## src/design/scs_defines.svh

```systemverilog
/*
 clock source select constants: register addresses, field positions, reset values,
 and timing counts. assumes an 8-bit special function register port.
*/
`ifndef SCS_DEFINES_SVH
`define SCS_DEFINES_SVH

`define SCS_ADDR_CLK_SEL 8'ha9
`define SCS_ADDR_XOSC_CTL 8'hb1
`define SCS_CLK_SEL_RESET 8'h00
`define SCS_XOSC_CTL_RESET 8'h00
`define SCS_CLK_SEL_BIT 0
`define SCS_XVALID_BIT 7
`define SCS_MODE_MSB 6
`define SCS_MODE_LSB 4
`define SCS_RSVD_BIT 3
`define SCS_FREQ_MSB 2
`define SCS_FREQ_LSB 0
`define SCS_IDIV_RESET 2'h0
// crystal settle time before the valid flag may be trusted, in us
`define SCS_XTAL_SETTLE_US 1000
`define SCS_CLK_MHZ 10
`define SCS_XTAL_SETTLE_CYC (`SCS_XTAL_SETTLE_US * `SCS_CLK_MHZ)

`endif

```

## src/design/scs_pkg.sv

```systemverilog
/*
 types for the clock source select block.
 assumes scs_defines.svh is included by the design files that need the constants.
*/
package scs_pkg;

   typedef enum logic [2:0] {
      SCS_MODE_OFF0 = 3'h0,
      SCS_MODE_OFF1 = 3'h1,
      SCS_MODE_CMOS = 3'h2,
      SCS_MODE_CMOS_DIV2 = 3'h3,
      SCS_MODE_RC = 3'h4,
      SCS_MODE_CAP = 3'h5,
      SCS_MODE_XTAL = 3'h6,
      SCS_MODE_XTAL_DIV2 = 3'h7
   } scs_mode_t;

   // switch states, gray from SCS_SW_RUN to SCS_SW_STOP_OLD to SCS_SW_WAIT_NEW; the return to SCS_SW_RUN flips both bits
   typedef enum logic [1:0] {
      SCS_SW_RUN = 2'b00,
      SCS_SW_STOP_OLD = 2'b01,
      SCS_SW_WAIT_NEW = 2'b11
   } scs_sw_t;

endpackage

```

## src/design/scs_clock_select.sv

```systemverilog
/*
 scs_clock_select: system clock source selection and external oscillator control.
 oscillator activity arrives as one-cycle tick pulses synchronous to i_clk; the
 system clock leaves as a one-cycle enable pulse o_sys_tick. registers sit on an
 8-bit special function register port with address, write strobe and read data.
*/
`include "scs_defines.svh"

// Behaviour
// - select bit 0: internal divided source; 1: external oscillator source.
// - select register upper seven bits read zero; software writes zeros.
// - internal source selectable immediately after enabling it, no start-up wait.
// - external oscillator output reaches timers and counter array regardless of selection.
// - crystal valid flag in bit 7 set once crystal runs stable, crystal modes.
// - mode 00x off, 010 cmos, 100 rc, 101 capacitor, 110 crystal.
// - modes 011 and 111 add divide-by-two to cmos and crystal.
// - control bit 3 reserved: reads zero, writes ignored.
// - crystal mode claims P0.2 and P0.3; rc, capacitor, cmos claim P0.3 only.
// - both registers reset to zero: external off, internal drives system clock.
// - internal divider field: 00 /8, 01 /4, 10 /2, 11 /1.
module scs_clock_select
   import scs_pkg::*;
#(
   parameter int SETTLE_CYC = `SCS_XTAL_SETTLE_CYC
) (
   input wire logic i_clk,
   input wire logic i_rst_n,
   input wire logic [7:0] i_sfr_addr,
   input wire logic i_sfr_wr,
   input wire logic [7:0] i_sfr_wdata,
   output logic [7:0] o_sfr_rdata,
   input wire logic [1:0] i_internal_divider_field,
   input wire logic i_int_osc_tick,
   input wire logic i_ext_osc_tick,
   input wire logic i_amp_ok,
   output logic o_sys_tick,
   output logic o_ext_periph_tick,
   output logic [2:0] o_ext_osc_freq_control,
   output logic [2:0] o_ext_osc_drive_mode,
   output logic o_ext_osc_en,
   output logic o_osc_pin_in_claim,
   output logic o_osc_pin_out_claim,
   output logic o_sys_src_ext
);

   // ----------------------------------------------------------------
   // registers
   // ----------------------------------------------------------------
   logic clock_source_select_bit_r;
   scs_mode_t ext_osc_mode_field_r;
   logic [2:0] ext_osc_freq_control_r;
   logic crystal_valid_flag_r;
   logic [$clog2(SETTLE_CYC+1)-1:0] settle_cnt_r;
   logic wr_sel;
   logic wr_xosc;
   logic xtal_mode;

   assign wr_sel = i_sfr_wr && (i_sfr_addr == `SCS_ADDR_CLK_SEL);
   assign wr_xosc = i_sfr_wr && (i_sfr_addr == `SCS_ADDR_XOSC_CTL);
   assign xtal_mode = ext_osc_mode_field_r[2] && ext_osc_mode_field_r[1];

   always_ff @(posedge i_clk or negedge i_rst_n) begin
      if (!i_rst_n) begin
         clock_source_select_bit_r <= 1'(`SCS_CLK_SEL_RESET >> `SCS_CLK_SEL_BIT);
      end else if (wr_sel) begin
         // upper bits are not stored, so they always read back zero
         clock_source_select_bit_r <= i_sfr_wdata[`SCS_CLK_SEL_BIT];
      end
   end

   always_ff @(posedge i_clk or negedge i_rst_n) begin
      if (!i_rst_n) begin
         ext_osc_mode_field_r <= scs_mode_t'(3'(`SCS_XOSC_CTL_RESET >> `SCS_MODE_LSB));
         ext_osc_freq_control_r <= 3'(`SCS_XOSC_CTL_RESET >> `SCS_FREQ_LSB);
      end else if (wr_xosc) begin
         // bit 7 is read only and bit 3 is dropped
         ext_osc_mode_field_r <= scs_mode_t'(i_sfr_wdata[`SCS_MODE_MSB:`SCS_MODE_LSB]);
         ext_osc_freq_control_r <= i_sfr_wdata[`SCS_FREQ_MSB:`SCS_FREQ_LSB];
      end
   end

   // ----------------------------------------------------------------
   // crystal valid: amplitude detector must hold good for settle time
   // ----------------------------------------------------------------
   always_ff @(posedge i_clk or negedge i_rst_n) begin
      if (!i_rst_n) begin
         settle_cnt_r <= '0;
         crystal_valid_flag_r <= 1'b0;
      end else if (!xtal_mode || !i_amp_ok || wr_xosc) begin
         // any rewrite of the control register restarts the settle window
         settle_cnt_r <= '0;
         crystal_valid_flag_r <= 1'b0;
      end else if (settle_cnt_r < ($bits(settle_cnt_r))'(SETTLE_CYC)) begin
         settle_cnt_r <= settle_cnt_r + 1'b1;
      end else begin
         crystal_valid_flag_r <= 1'b1;
      end
   end

   // ----------------------------------------------------------------
   // readback
   // ----------------------------------------------------------------
   always_comb begin
      o_sfr_rdata = 8'h00;
      if (i_sfr_addr == `SCS_ADDR_CLK_SEL) begin
         o_sfr_rdata = {7'h00, clock_source_select_bit_r};
      end else if (i_sfr_addr == `SCS_ADDR_XOSC_CTL) begin
         o_sfr_rdata = {crystal_valid_flag_r, ext_osc_mode_field_r, 1'b0,
                        ext_osc_freq_control_r};
      end
   end

   // ----------------------------------------------------------------
   // external oscillator mode decode
   // ----------------------------------------------------------------
   logic ext_on;
   logic ext_div2;
   always_comb begin
      ext_on = 1'b1;
      ext_div2 = 1'b0;
      unique case (ext_osc_mode_field_r)
         SCS_MODE_OFF0, SCS_MODE_OFF1: ext_on = 1'b0;
         SCS_MODE_CMOS, SCS_MODE_RC, SCS_MODE_CAP, SCS_MODE_XTAL: ext_div2 = 1'b0;
         SCS_MODE_CMOS_DIV2, SCS_MODE_XTAL_DIV2: ext_div2 = 1'b1;
      endcase
   end

   assign o_ext_osc_en = ext_on;
   assign o_ext_osc_drive_mode = ext_osc_mode_field_r;
   assign o_ext_osc_freq_control = ext_osc_freq_control_r;
   assign o_osc_pin_in_claim = ext_on && xtal_mode;
   assign o_osc_pin_out_claim = ext_on;

   logic ext_src_tick;
   logic int_src_tick;

   scs_clk_div #(.CNT_W(3)) u_ext_div (
      .i_clk(i_clk),
      .i_rst_n(i_rst_n),
      .i_tick(i_ext_osc_tick && ext_on),
      .i_ratio_m1({2'b00, ext_div2}),
      .o_tick(ext_src_tick)
   );

   // divider field 00 gives /8 down to 11 giving /1
   function automatic logic [2:0] idiv_ratio_m1(input logic [1:0] f);
      idiv_ratio_m1 = 3'((4'h8 >> f) - 4'h1);
   endfunction

   scs_clk_div #(.CNT_W(3)) u_int_div (
      .i_clk(i_clk),
      .i_rst_n(i_rst_n),
      .i_tick(i_int_osc_tick),
      .i_ratio_m1(idiv_ratio_m1(i_internal_divider_field)),
      .o_tick(int_src_tick)
   );

   assign o_ext_periph_tick = ext_src_tick;

   // ----------------------------------------------------------------
   // glitch-free switch: old source finishes its period, then new one
   // ----------------------------------------------------------------
   scs_sw_t sw_r;
   logic cur_ext_r;

   always_ff @(posedge i_clk or negedge i_rst_n) begin
      if (!i_rst_n) begin
         sw_r <= SCS_SW_RUN;
         cur_ext_r <= 1'b0;
      end else begin
         unique case (sw_r)
            SCS_SW_RUN: if (clock_source_select_bit_r != cur_ext_r) begin
               sw_r <= SCS_SW_STOP_OLD;
            end
            // wait for the old source's last tick so its period is not cut
            SCS_SW_STOP_OLD: if (cur_ext_r ? ext_src_tick : int_src_tick) begin
               sw_r <= SCS_SW_WAIT_NEW;
               cur_ext_r <= clock_source_select_bit_r;
            end
            // internal starts without delay; no settle gate needed here
            SCS_SW_WAIT_NEW: sw_r <= SCS_SW_RUN;
            default: sw_r <= SCS_SW_RUN;
         endcase
      end
   end

   assign o_sys_tick = (sw_r == SCS_SW_WAIT_NEW) ? 1'b0 :
                       (cur_ext_r ? ext_src_tick : int_src_tick);
   assign o_sys_src_ext = cur_ext_r;

endmodule

```

## src/design/scs_clk_div.sv

```systemverilog
/*
 scs_clk_div: turns a source tick stream into a divided enable stream.
 assumes i_tick pulses one cycle per source clock edge, synchronous to i_clk.
*/
module scs_clk_div
   import scs_pkg::*;
#(
   parameter int CNT_W = 3
) (
   input wire logic i_clk,
   input wire logic i_rst_n,
   input wire logic i_tick,
   input wire logic [CNT_W-1:0] i_ratio_m1,
   output logic o_tick
);

   logic [CNT_W-1:0] cnt_r;

   always_ff @(posedge i_clk or negedge i_rst_n) begin
      if (!i_rst_n) begin
         cnt_r <= '0;
      end else if (i_tick) begin
         if (cnt_r >= i_ratio_m1) begin
            cnt_r <= '0;
         end else begin
            cnt_r <= cnt_r + 1'b1;
         end
      end
   end

   assign o_tick = i_tick && (cnt_r >= i_ratio_m1);

endmodule

```

## config.mk

```make
export PLATFORM = sky130hd
export DESIGN_NAME = scs_clock_select
export DESIGN_NICKNAME = d
export VERILOG_FILES = /design/src/design/scs_pkg.sv /design/src/design/scs_clock_select.sv /design/src/design/scs_clk_div.sv
export VERILOG_INCLUDE_DIRS = /design/src /design/src/design
export SDC_FILE = /design/constraint.sdc
export NUM_CORES = 1
export LEC_CHECK = 0
export ABC_AREA = 0
export BUFFER_PORTS_ARGS = -buffer_cell sky130_fd_sc_hd__buf_2
export CAP_MARGIN = 25
export CORE_ASPECT_RATIO = 1.4
export CORE_MARGIN = 1.5
export CORE_UTILIZATION = 35
export CTS_BUF_LIST = sky130_fd_sc_hd__clkbuf_8
export CTS_CLUSTER_SIZE = 24
export DETAILED_ROUTE_END_ITERATION = 10
export GPL_TIMING_DRIVEN = 0
export PLACE_DENSITY_LB_ADDON = 0.2
export SETUP_SLACK_MARGIN = 0.1
export SYNTH_ARGS = -nofsm -noshare
export SYNTH_HDL_FRONTEND = slang
export SYNTH_SLANG_ARGS = --single-unit
```

## constraint.sdc

```tcl
create_clock -name i_clk -period 2.7 [get_ports i_clk]
set_input_delay 0.81 -clock i_clk [delete_from_list [all_inputs] [get_ports i_clk]]
set_output_delay 0.81 -clock i_clk [all_outputs]
set_load 0.005 [all_outputs]
```

# Word-level counts from Yosys, hierarchy flattened

Cells that the tools add are included.

Flip-flop bits (word level): 31
Logic and storage cells: 61

Add/subtract/negate cells: 4
Magnitude comparators: 3
Equal/unequal tests: 11
Shift-type cells: 1
Multiplexer cells: 15
Reduce and logical (&&, ||, !) cells: 18

Operators with widths:

| cell                                                 | count |
|---|---|
| 2-to-1 mux 14 bit                                    | 2 |
| equality test 8 bit (second input constant)          | 2 |
| 2-to-1 mux 8 bit                                     | 2 |
| adder 14 x 1 -> 14 bit (second input constant)       | 1 |
| less-than comparator 14 bit (second input constant)  | 1 |
| logical AND 1 bit                                    | 7 |
| adder 3 x 1 -> 3 bit (second input constant)         | 2 |
| 2-to-1 mux 1 bit                                     | 6 |
| 2-to-1 mux 3 bit                                     | 2 |
| != test 2 bit (second input constant)                | 3 |
| 2-to-1 mux 2 bit                                     | 2 |
| one-hot mux 2 bit (2 select lines)                   | 1 |
| AND reduction 2 bit                                  | 2 |
| OR reduction 2 bit                                   | 2 |
| right shift 4 x 2 -> 3 bit (first input constant)    | 1 |
| equality test 3 x 1 -> 1 bit (second input constant) | 1 |
| equality test 3 x 2 -> 1 bit (second input constant) | 1 |
| equality test 3 bit (second input constant)          | 1 |
| >= comparator 3 x 1 -> 1 bit                         | 1 |
| >= comparator 3 bit                                  | 1 |
| logical NOT 3 bit                                    | 1 |
| subtractor 3 x 1 -> 3 bit (second input constant)    | 1 |
| equality test 2 x 1 -> 1 bit (second input constant) | 1 |
| equality test 2 bit (second input constant)          | 1 |
| other kinds (5)                                      | 7 |

# Logic depth before layout (Yosys ltp)

Gate-level depths: netlist of run 1.

Word-level depth: 8
Mapped depth: 6
Mapped depth without buffers: 6

# Cells and area by module

A second synthesis of run 1 with hierarchy kept.

Cells, all modules: 187
Area total of the unflattened synthesis: 1833.0 um2

Modules (own cells, without submodules):

| module           | instances | cells each | area each (um2) | sequential area each (um2) |
|---|---|---|---|---|
| scs_clock_select | 1         | 139        | 1400.1          | 625.6 |
| scs_clk_div      | 2         | 24         | 216.5           | 75.1 |

# Worst setup path before layout of run 1

Ideal clock, no wire load.

Kind: input port to output port
Start: input i_internal_divider_field[0]
End: output o_sys_tick
Arrival time: 2.064 ns
Slack: -0.174 ns
Stages on the path: 6
Path through: or2_2 -> ha_1 -> nand2_1 -> o21ai_0 -> a22oi_1 -> a21oi_1

Word-level cells in the longest chain between the ends: 6

Ends and longest elaborated chain:

| what                       | RTL line                | text |
|---|---|---|
| start, declared            | scs_clock_select.sv:32  | `input wire logic [1:0] i_internal_divider_field,` |
| right shift 4 x 2 -> 3 bit | scs_clock_select.sv:147 | `idiv_ratio_m1 = 3'((4'h8 >> f) - 4'h1);` |
| subtractor 3 x 1 -> 3 bit  | scs_clock_select.sv:147 |  |
| >= comparator 3 bit        | scs_clk_div.sv:31       | `assign o_tick = i_tick && (cnt_r >= i_ratio_m1);` |
| logical AND 1 bit          | scs_clk_div.sv:31       |  |
| 2-to-1 mux 1 bit           | scs_clock_select.sv:188 | `(cur_ext_r ? ext_src_tick : int_src_tick);` |
| 2-to-1 mux 1 bit           | scs_clock_select.sv:187 | `assign o_sys_tick = (sw_r == SCS_SW_WAIT_NEW) ? 1'b0 :` |
| end, declared              | scs_clock_select.sv:36  | `output logic o_sys_tick,` |

No other way between the ends.

# Final worst setup path of run 1

Start: input i_internal_divider_field[1]
End: output o_sys_tick

Same word-level chain as after synthesis.

==> results of run 1 <==
-- cell type report --
type,instances,area [um^2]
fill,455,2400
sequential,31,776
tap,62,77.6
clock buffer,6,82.6
clock inverter,1,5.00
inverter,7,26.3
multi-input combinational,128,957
timing repair buffer,44,249
buffer,5,30.0
-- stage by stage --
stage               setup TNS [ns]  cells  area, um^2  power (mW)  utilization (%)
floorplan                        0    171        1730       0.739                -
global placement            -0.943    273        2010       0.816             43.7
detailed placement           -1.15    273        2010       0.825             43.7
CTS                        -0.0903    284        2180        1.24             47.2
global route                -0.162    284        2200        1.33             47.8
finish                     -0.0615    284        2200        1.24             47.8
-- worst paths after layout --
check | startpoint | end | slack (ns) | depth (start not counted)
setup / recovery | i_internal_divider_field[1] | o_sys_tick | -0.06 | 8
hold / removal | sw_r[1] | sw_r[0] | 0.49 | 1
setup reg to reg | settle_cnt_r[7] | settle_cnt_r[11] | 0.97 | 4
hold reg to reg | sw_r[1] | sw_r[0] | 0.49 | 1
max in group asynchronous | i_rst_n | settle_cnt_r[7] | 1.69 | 1
min in group asynchronous | i_rst_n | sw_r[0] | 0.56 | 1
-- state kept, by name, summed over array words and instances (netlist names) --
signal / count
u_ext_div.cnt_r: 3
sw_r: 2
clock_source_select_bit_r: 1
o_ext_osc_freq_control: 3
o_ext_osc_drive_mode: 3
settle_cnt_r: 14
o_sys_src_ext: 1
u_int_div.cnt_r: 3
crystal_valid_flag_r: 1
-- worst max-delay path: cells and delay by family --
kind	cells	cell delay (ns)
buf+inv	2	0.21
fa+ha+maj	1	0.23
simple gates	1	0.25
compound gates	4	0.44
-- timing repair --
item | 4_1_cts | 5_1_grt
buffers inserted | 4 | 0
resized for setup | 8 | 4
pin swaps | 8 | 4
endpoints found under the setup margin | 8 | 8
gates cloned | 0 | 0
-- metal layers --
layer  track usage, %  vias up  wire length (um)
li1                 -      711                 -
met1             17.0      693              1540
met2             26.9       15              1970
met3             3.20        7                81
met4             7.54        0                76
met5                0        -                 0
-- power by group --
part           internal [mW]  total, mW  switching [mW]
logic                  0.177      0.335           0.158
clock network          0.200      0.364           0.165
registers              0.507      0.544          0.0377
-- cell usage in the layout (no fill, tap or decap), drive strengths merged, types with 2 or more instances in the layout --
master and instances:
and3 4, a21oi 12, buf 49, or4 5
or2 2, nand3 2, and2 8, inv 7
a22o 2, nand4 4, or3 4, xor2 4
o31ai 4, nor2 15, o211ai 2, clkbuf 6
nand3b 2, nor2b 5, o21ai 10, ha 7
dfrtp 31, mux2 8, nand2 12
-- logic make-up after synthesis --
logic type | Yosys count
other | 1
muxes | 9
adders and majority gates | 7
AOI/OAI and AO/OA | 35
DFF | 31
and+or+nand+nor | 71
buffers and inverters | 12
xor gates and xnor gates | 5
==> impl_metrics.env, run 1 <==
export IMPL_status="complete, but fails checks"
export IMPL_violations="negative setup slack"
export IMPL_synthTopCellsByCount="dfrtp_1 (31), nor2_1 (15), a21oi_1 (12), nand2_1 (12)"
export IMPL_antenna_found_initial=0
export IMPL_crit_fanout=3
export IMPL_cap_violations=0
export IMPL_ys_warn_count=0
export IMPL_drt_iter0_markers=31
export IMPL_ys_flop_type="dfrtp_1"
export IMPL_pre_cts_ws_ns=-0.169
export IMPL_post_route_drc_count=0
export IMPL_layout_setup_ws_ns=-0.0615
export IMPL_area_delta_synth_final_pct=29.9
export IMPL_yosysTopAreaCellShare_pct=45.7
export IMPL_clkLatencyLatePin_ns=0.28
export IMPL_avgSynthCellArea_um2=9.92
export IMPL_cp_slowest_cell="or2_4"
export IMPL_hold_buffers=0
export IMPL_cts_path_max_buffers=2
export IMPL_cts_sinks=31
export IMPL_cts_max_level=2
export IMPL_detail_route_antenna_nets=0
export IMPL_fin_nets=253
export IMPL_via_per_inst=5.02
export IMPL_start_util_pct=36.8
export IMPL_first_global_vias=1361
export IMPL_port_buffers=40
export IMPL_worst_slew_pin_slew_ns=0.686
export IMPL_p_leak_nw=1.04
export IMPL_crit_path_end_kind="output pin"
export IMPL_synth_xor_area_share_pct=2.58
export IMPL_grt_max_degree=32
export IMPL_yosys_cell_count_top_type="dfrtp_1"
export IMPL_cp_arrival_ns=1.95
export IMPL_synth_compound_area_share_pct=12.6
export IMPL_totalWireLength_um=3660
export IMPL_row_count=29
export IMPL_slew_viol_final=0
export IMPL_cts_tree="built"
export IMPL_yosys_area_top_type="dfrtp_1"
export IMPL_hold_violations=0
export IMPL_numCtsBuffers=5
export IMPL_synth_area_top_cells="dfrtp_1 (46%), mux2_2 (5.3%), ha_1 (5.2%), a21oi_1 (3.5%), nor2_1 (3.3%)"
export IMPL_clk_pin_slew_ns=0.07
export IMPL_core_area_mm2=0.00461
export IMPL_die_h_um=85.4
export IMPL_synthesis_nets=202
export IMPL_finalSetupViolations=1
export IMPL_dieWidth_um=61.8
export IMPL_synth_top_family_by_area="simple AND/OR/NAND/NOR gates"
export IMPL_crit_path_start_kind="primary input"
export IMPL_die_area_mm2=0.00528
export IMPL_synth_simple_gate_area_share_pct=24.5
export IMPL_routabilityCongestion=0.765
export IMPL_holdCritPathClass="reg2reg"
export IMPL_ys_seq_area_share_pct=45.7
export IMPL_rsz0062_at_grt="yes"
export IMPL_max_freq_mhz=362
export IMPL_grt_first_pass_wirelength_um=6110
export IMPL_syn_instance_count=171
export IMPL_synth_edf_count=0
export IMPL_max_stage_delay_ns=0.25
export IMPL_cts_root_buf="clkbuf_8"
export IMPL_whs_ns=0.487
export IMPL_synth_distinct_cells=41
export IMPL_first_pass_iters=4
export IMPL_hpwl_um=2670
export IMPL_layout_drive_gt1_share_pct=36.0
export IMPL_antenna_cells=0
export IMPL_crit_chain="buf_6 > or2_4 > ha_4 > a21oi_4 > o21ai_4 > a22oi_2 > a21oi_2 > buf_2"
export IMPL_power_density_mw_per_mm2=564
export IMPL_finalCritPeriodShare_pct=102
export IMPL_async_flop_share_pct=100
export IMPL_slew_headroom_pct=54.3
export IMPL_skew_ns=0.00598
export IMPL_crit_type="in2out"
export IMPL_synth_fa_ha_area_share_pct=5.16
export IMPL_grt_overflow_total=0
export IMPL_vias=1426
export IMPL_cp_required_ns=1.89
export IMPL_synthMuxAreaShare_pct=5.90
export IMPL_syn_cell_area_mm2=0.00170
export IMPL_boundaryPins=44
export IMPL_grtUsageTotal_pct=15.5
export IMPL_ys_ff_latch=31
export IMPL_ir_drop_uv=307
export IMPL_avgRoutedWirePerCell_um=12.9
export IMPL_period_minus_slack_ns=2.76
(Power assumes the default switching activity.)
==> run 2: changes to the inputs <==
--- a/config.mk
+++ b/config.mk
@@ -7,6 +7,7 @@
 export NUM_CORES = 1
 export LEC_CHECK = 0
 export ABC_AREA = 0
+export ABC_CLOCK_PERIOD_IN_PS = 2700
 export BUFFER_PORTS_ARGS = -buffer_cell sky130_fd_sc_hd__buf_2
 export CAP_MARGIN = 25
 export CORE_ASPECT_RATIO = 1.4
@@ -15,7 +16,6 @@
 export CTS_BUF_LIST = sky130_fd_sc_hd__clkbuf_8
 export CTS_CLUSTER_SIZE = 24
 export DETAILED_ROUTE_END_ITERATION = 10
-export GPL_TIMING_DRIVEN = 0
 export PLACE_DENSITY_LB_ADDON = 0.2
 export SETUP_SLACK_MARGIN = 0.1
 export SYNTH_ARGS = -nofsm -noshare
==> impl_metrics.env, run 2 (synthesized netlist as in run 1, its figures left out) <==
export IMPL_cts_max_level=2
export IMPL_dieWidth_um=61.8
export IMPL_skew_ns=0.00544
export IMPL_top_register="settle_cnt_r"
export IMPL_crit_fanout=2
export IMPL_crit_type="in2out"
export IMPL_totalWireLength_um=3460
export IMPL_grt_first_pass_wirelength_um=5810
export IMPL_first_global_vias=1336
export IMPL_worst_slew_pin_slew_ns=0.692
export IMPL_first_pass_iters=4
export IMPL_cts_tree="built"
export IMPL_cts_path_max_buffers=2
export IMPL_layout_setup_ws_ns=-0.0325
export IMPL_antenna_cells=0
export IMPL_rsz0062_at_grt="yes"
export IMPL_row_count=29
export IMPL_placed_cell_area_mm2=0.00203
export IMPL_start_util_pct=36.8
export IMPL_grt_overflow_total=0
export IMPL_cap_violations=0
export IMPL_via_per_inst=4.94
export IMPL_avgRoutedWirePerCell_um=12.1
export IMPL_period_minus_slack_ns=2.73
export IMPL_slew_viol_final=0
export IMPL_violations="negative setup slack"
export IMPL_cts_root_buf="clkbuf_8"
export IMPL_die_h_um=85.4
export IMPL_fin_area_mm2=0.00225
export IMPL_routabilityCongestion=0.814
export IMPL_ir_drop_uv=315
export IMPL_boundaryPins=44
export IMPL_status="complete, but fails checks"
export IMPL_p_leak_nw=1.07
export IMPL_vias=1413
export IMPL_finalCritPeriodShare_pct=101
export IMPL_cp_required_ns=1.89
export IMPL_clk_pin_slew_ns=0.06
export IMPL_cts_sinks=31
export IMPL_seq_area_um2=776
export IMPL_detail_route_antenna_nets=0
export IMPL_crit_path_end_kind="output pin"
export IMPL_reg2reg_slack_ns=0.89
export IMPL_slew_headroom_pct=53.9
export IMPL_hpwl_um=2450
export IMPL_port_buffers=40
export IMPL_numCtsBuffers=5
export IMPL_post_route_drc_count=0
export IMPL_antenna_found_initial=0
export IMPL_crit_path_start_kind="primary input"
export IMPL_multi_input_area_um2=952
export IMPL_area_delta_synth_final_pct=32.7
export IMPL_max_freq_mhz=366
export IMPL_layout_commonest_cell="buf_2"
export IMPL_hold_violations=0
export IMPL_layout_drive_gt1_share_pct=37.5
export IMPL_clkLatencyLatePin_ns=0.28
export IMPL_holdCritPathClass="reg2reg"
export IMPL_fin_nets=254
export IMPL_core_area_mm2=0.00461
export IMPL_finalSetupViolations=1
export IMPL_largest_reg_flops=14
export IMPL_grt_max_degree=32
export IMPL_pre_cts_ws_ns=-0.0991
export IMPL_cp_arrival_ns=1.92
export IMPL_grtUsageTotal_pct=14.5
export IMPL_final_fill_count=447
export IMPL_power_density_mw_per_mm2=567
export IMPL_mostFrequentLayoutCells="buf_2 (33), dfrtp_1 (31), nor2_1 (14)"
export IMPL_drt_iter0_markers=38
export IMPL_die_area_mm2=0.00528
## run 2: cell types whose count changed in the layout (fill, tap and decap cells not counted), sizes merged
| cell | change |
|---|---|
| buf | +1 |
| inv | +1 |
| clkbuf | +1 |
| clkinv | -1 |
## run 2: cell type report
class / instances / share of cell area (%)
inverter: 7 / 1.17
sequential: 31 / 34.5
tap: 62 / 3.45
clock buffer: 7 / 4.28
clock inverter: 1 / 0.167
multi-input combinational: 128 / 42.3
timing repair buffer: 50 / 14.2
## run 2: stage by stage
step | setup TNS, ns | hold WS, ns | std cells | utilization (%) | power [mW]
final | -0.0325 | 0.453 | 286 | 48.8 | 1.28
after floorplan | 0 | 0.424 | 171 | - | 0.739
after global placement | -0.0971 | 0.450 | 275 | 44.1 | 0.843
after CTS | -0.0313 | 0.461 | 285 | 47.7 | 1.29
after global routing | -0.103 | 0.478 | 286 | 48.8 | 1.36
after detailed placement | -0.0991 | 0.449 | 275 | 44.1 | 0.846
## run 2: critical path: stages
cell and delay, ns:
buf_6 0.09, or2_4 0.24, ha_4 0.29, nand2_4 0.05
o21ai_4 0.12, a22oi_2 0.07, a21oi_1 0.12, buf_2 0.12
## run 2: final timing paths
| path | startpoint | endpoint | depth (start not counted) |
|---|---|---|---|
| setup / recovery | i_internal_divider_field[1] | o_sys_tick | 8 |
| hold / removal | sw_r[1] | sw_r[0] | 1 |
| setup reg to reg | settle_cnt_r[7] | settle_cnt_r[9] | 4 |
| hold reg to reg | sw_r[1] | sw_r[0] | 1 |
| max in group asynchronous | i_rst_n | settle_cnt_r[6] | 1 |
| min in group asynchronous | i_rst_n | clock_source_select_bit_r | 1 |
## run 2: power breakdown
group | total [mW] | switching (mW) | internal, mW | leakage [nW]
clock network | 0.391 | 0.163 | 0.228 | 0.0557
logic | 0.342 | 0.160 | 0.182 | 0.584
registers | 0.542 | 0.0356 | 0.507 | 0.426
## run 2: repair_timing
| item | in CTS | in global routing |
|---|---|---|
| pin swaps | 11 | 6 |
| setup endpoints to repair | 7 | 7 |
| buffers inserted | 2 | 1 |
| hold buffers | 0 | 0 |
| gates resized for setup | 10 | 9 |
## run 2: metal layers
layer / global-route usage, % / wire length (um)
met1: 17.1 / 1450
met2: 24.1 / 1860
met3: 4.57 / 97
met4: 5.22 / 56
met5: 0 / 0
==> run 3: changes to the inputs <==
--- a/config.mk
+++ b/config.mk
@@ -10,7 +10,6 @@
 export ABC_CLOCK_PERIOD_IN_PS = 2700
 export BUFFER_PORTS_ARGS = -buffer_cell sky130_fd_sc_hd__buf_2
 export CAP_MARGIN = 25
-export CORE_ASPECT_RATIO = 1.4
 export CORE_MARGIN = 1.5
 export CORE_UTILIZATION = 35
 export CTS_BUF_LIST = sky130_fd_sc_hd__clkbuf_8
==> impl_metrics.env, run 3 (synthesized netlist as in run 1, its figures left out) <==
export IMPL_violations="negative setup slack"
export IMPL_multi_input_area_um2=947
export IMPL_finalSetupViolations=1
export IMPL_max_freq_mhz=362
export IMPL_antenna_found_initial=0
export IMPL_crit_path_start_kind="primary input"
export IMPL_cts_max_level=2
export IMPL_crit_type="in2out"
export IMPL_mostFrequentLayoutCells="buf_2 (34), dfrtp_1 (31), nor2_1 (14)"
export IMPL_ir_drop_uv=307
export IMPL_antenna_cells=0
export IMPL_vias=1408
export IMPL_routabilityCongestion=0.831
export IMPL_cts_sinks=31
export IMPL_cp_arrival_ns=1.96
export IMPL_totalWireLength_um=3530
export IMPL_port_buffers=40
export IMPL_via_per_inst=5.10
export IMPL_boundaryPins=44
export IMPL_layout_setup_ws_ns=-0.0652
export IMPL_die_area_mm2=0.00527
export IMPL_grt_first_pass_wirelength_um=6290
export IMPL_power_density_mw_per_mm2=556
export IMPL_hold_buffers=0
export IMPL_status="complete, but fails checks"
export IMPL_row_count=25
export IMPL_cts_path_max_buffers=2
export IMPL_period_minus_slack_ns=2.77
export IMPL_top_register="settle_cnt_r"
export IMPL_rsz0062_at_grt="yes"
export IMPL_clkLatencyLatePin_ns=0.28
export IMPL_dieWidth_um=72.6
export IMPL_drt_iter0_markers=60
export IMPL_grtUsageTotal_pct=15.2
export IMPL_first_pass_iters=4
export IMPL_final_util_pct=47.2
export IMPL_worst_slew_pin_slew_ns=0.717
export IMPL_final_fill_count=458
export IMPL_hpwl_um=2420
export IMPL_core_area_mm2=0.00469
export IMPL_cts_root_buf="clkbuf_8"
export IMPL_grt_overflow_total=0
export IMPL_seq_area_um2=776
export IMPL_skew_ns=0.00506
export IMPL_whs_ns=0.452
export IMPL_finalCritPeriodShare_pct=102
export IMPL_cap_violations=0
export IMPL_layout_commonest_cell="buf_2"
export IMPL_slew_headroom_pct=52.2
export IMPL_holdCritPathClass="reg2reg"
export IMPL_clk_pin_slew_ns=0.07
export IMPL_slew_viol_final=0
export IMPL_p_leak_nw=1.05
export IMPL_first_global_vias=1383
export IMPL_post_route_drc_count=0
export IMPL_die_h_um=72.6
export IMPL_crit_fanout=3
export IMPL_start_util_pct=36.2
export IMPL_crit_path_end_kind="output pin"
export IMPL_fin_nets=253
export IMPL_numCtsBuffers=5
export IMPL_tns_ns=-0.0652
export IMPL_cts_tree="built"
export IMPL_hold_violations=0
export IMPL_grt_max_degree=32
export IMPL_layout_drive_gt1_share_pct=36.5
export IMPL_largest_reg_flops=14
export IMPL_cp_required_ns=1.89
export IMPL_detail_route_antenna_nets=0
export IMPL_avgRoutedWirePerCell_um=12.8
export IMPL_area_delta_synth_final_pct=30.5
[run 3: changes by cell type in the layout (fill, tap and decap cells not counted), sizes merged]
cell    delta
clkinv     +1
inv        -1
buf        -1
clkbuf     -1
[run 3: per-layer routing]
| layer | vias up | wire length, um | GRT usage, % |
|---|---|---|---|
| met4 | 0 | 41 | 5.66 |
| met1 | 657 | 1810 | 20.5 |
| li1 | 716 | - | - |
| met3 | 4 | 154 | 4.42 |
| met2 | 31 | 1520 | 23.3 |
| met5 | - | 0 | 0 |
[run 3: critical path: stages]
cell	delay [ns]
buf_8	0.10
or2_4	0.24
ha_4	0.24
a21oi_4	0.17
o21ai_4	0.08
a22oi_2	0.15
a21oi_1	0.05
buf_2	0.12
[run 3: worst paths after layout]
kind	startpoint	to	slack, ns	cells after the start
max	i_internal_divider_field[1]	o_sys_tick	-0.07	8
min	sw_r[1]	sw_r[0]	0.45	1
max reg2reg	settle_cnt_r[6]	settle_cnt_r[11]	0.88	4
min reg2reg	sw_r[1]	sw_r[0]	0.45	1
max in group asynchronous	i_rst_n	settle_cnt_r[11]	1.66	1
min in group asynchronous	i_rst_n	settle_cnt_r[9]	0.58	1
[run 3: layout make-up]
class	count	area share, %
multi-input combinational	128	42.8
sequential	31	35.0
clock buffer	6	3.73
timing repair buffer	49	14.0
clock inverter	1	0.226
tap	54	3.05
inverter	7	1.19
[run 3: what timing repair did]
item / CTS / global route
gates resized for setup: 13 / 4
pin swaps: 13 / 1
buffers inserted: 1 / 1
endpoints found under the hold margin: 0 / 0
endpoints found under the setup margin: 8 / 7
[run 3: metrics by stage]
stage	setup WS [ns]	instances	instance area, um^2	power, mW
finish	-0.0652	276	2210	1.23
global route	-0.133	276	2210	1.32
CTS	-0.0647	275	2190	1.24
detailed placement	-0.134	267	2020	0.839
global placement	-0.111	267	2020	0.832
floorplan	0.111	171	1730	0.739
[run 3: report_power, final]
group	internal (mW)	switching (mW)
Clock	0.200	0.170
Sequential	0.507	0.0379
Combinational	0.163	0.153
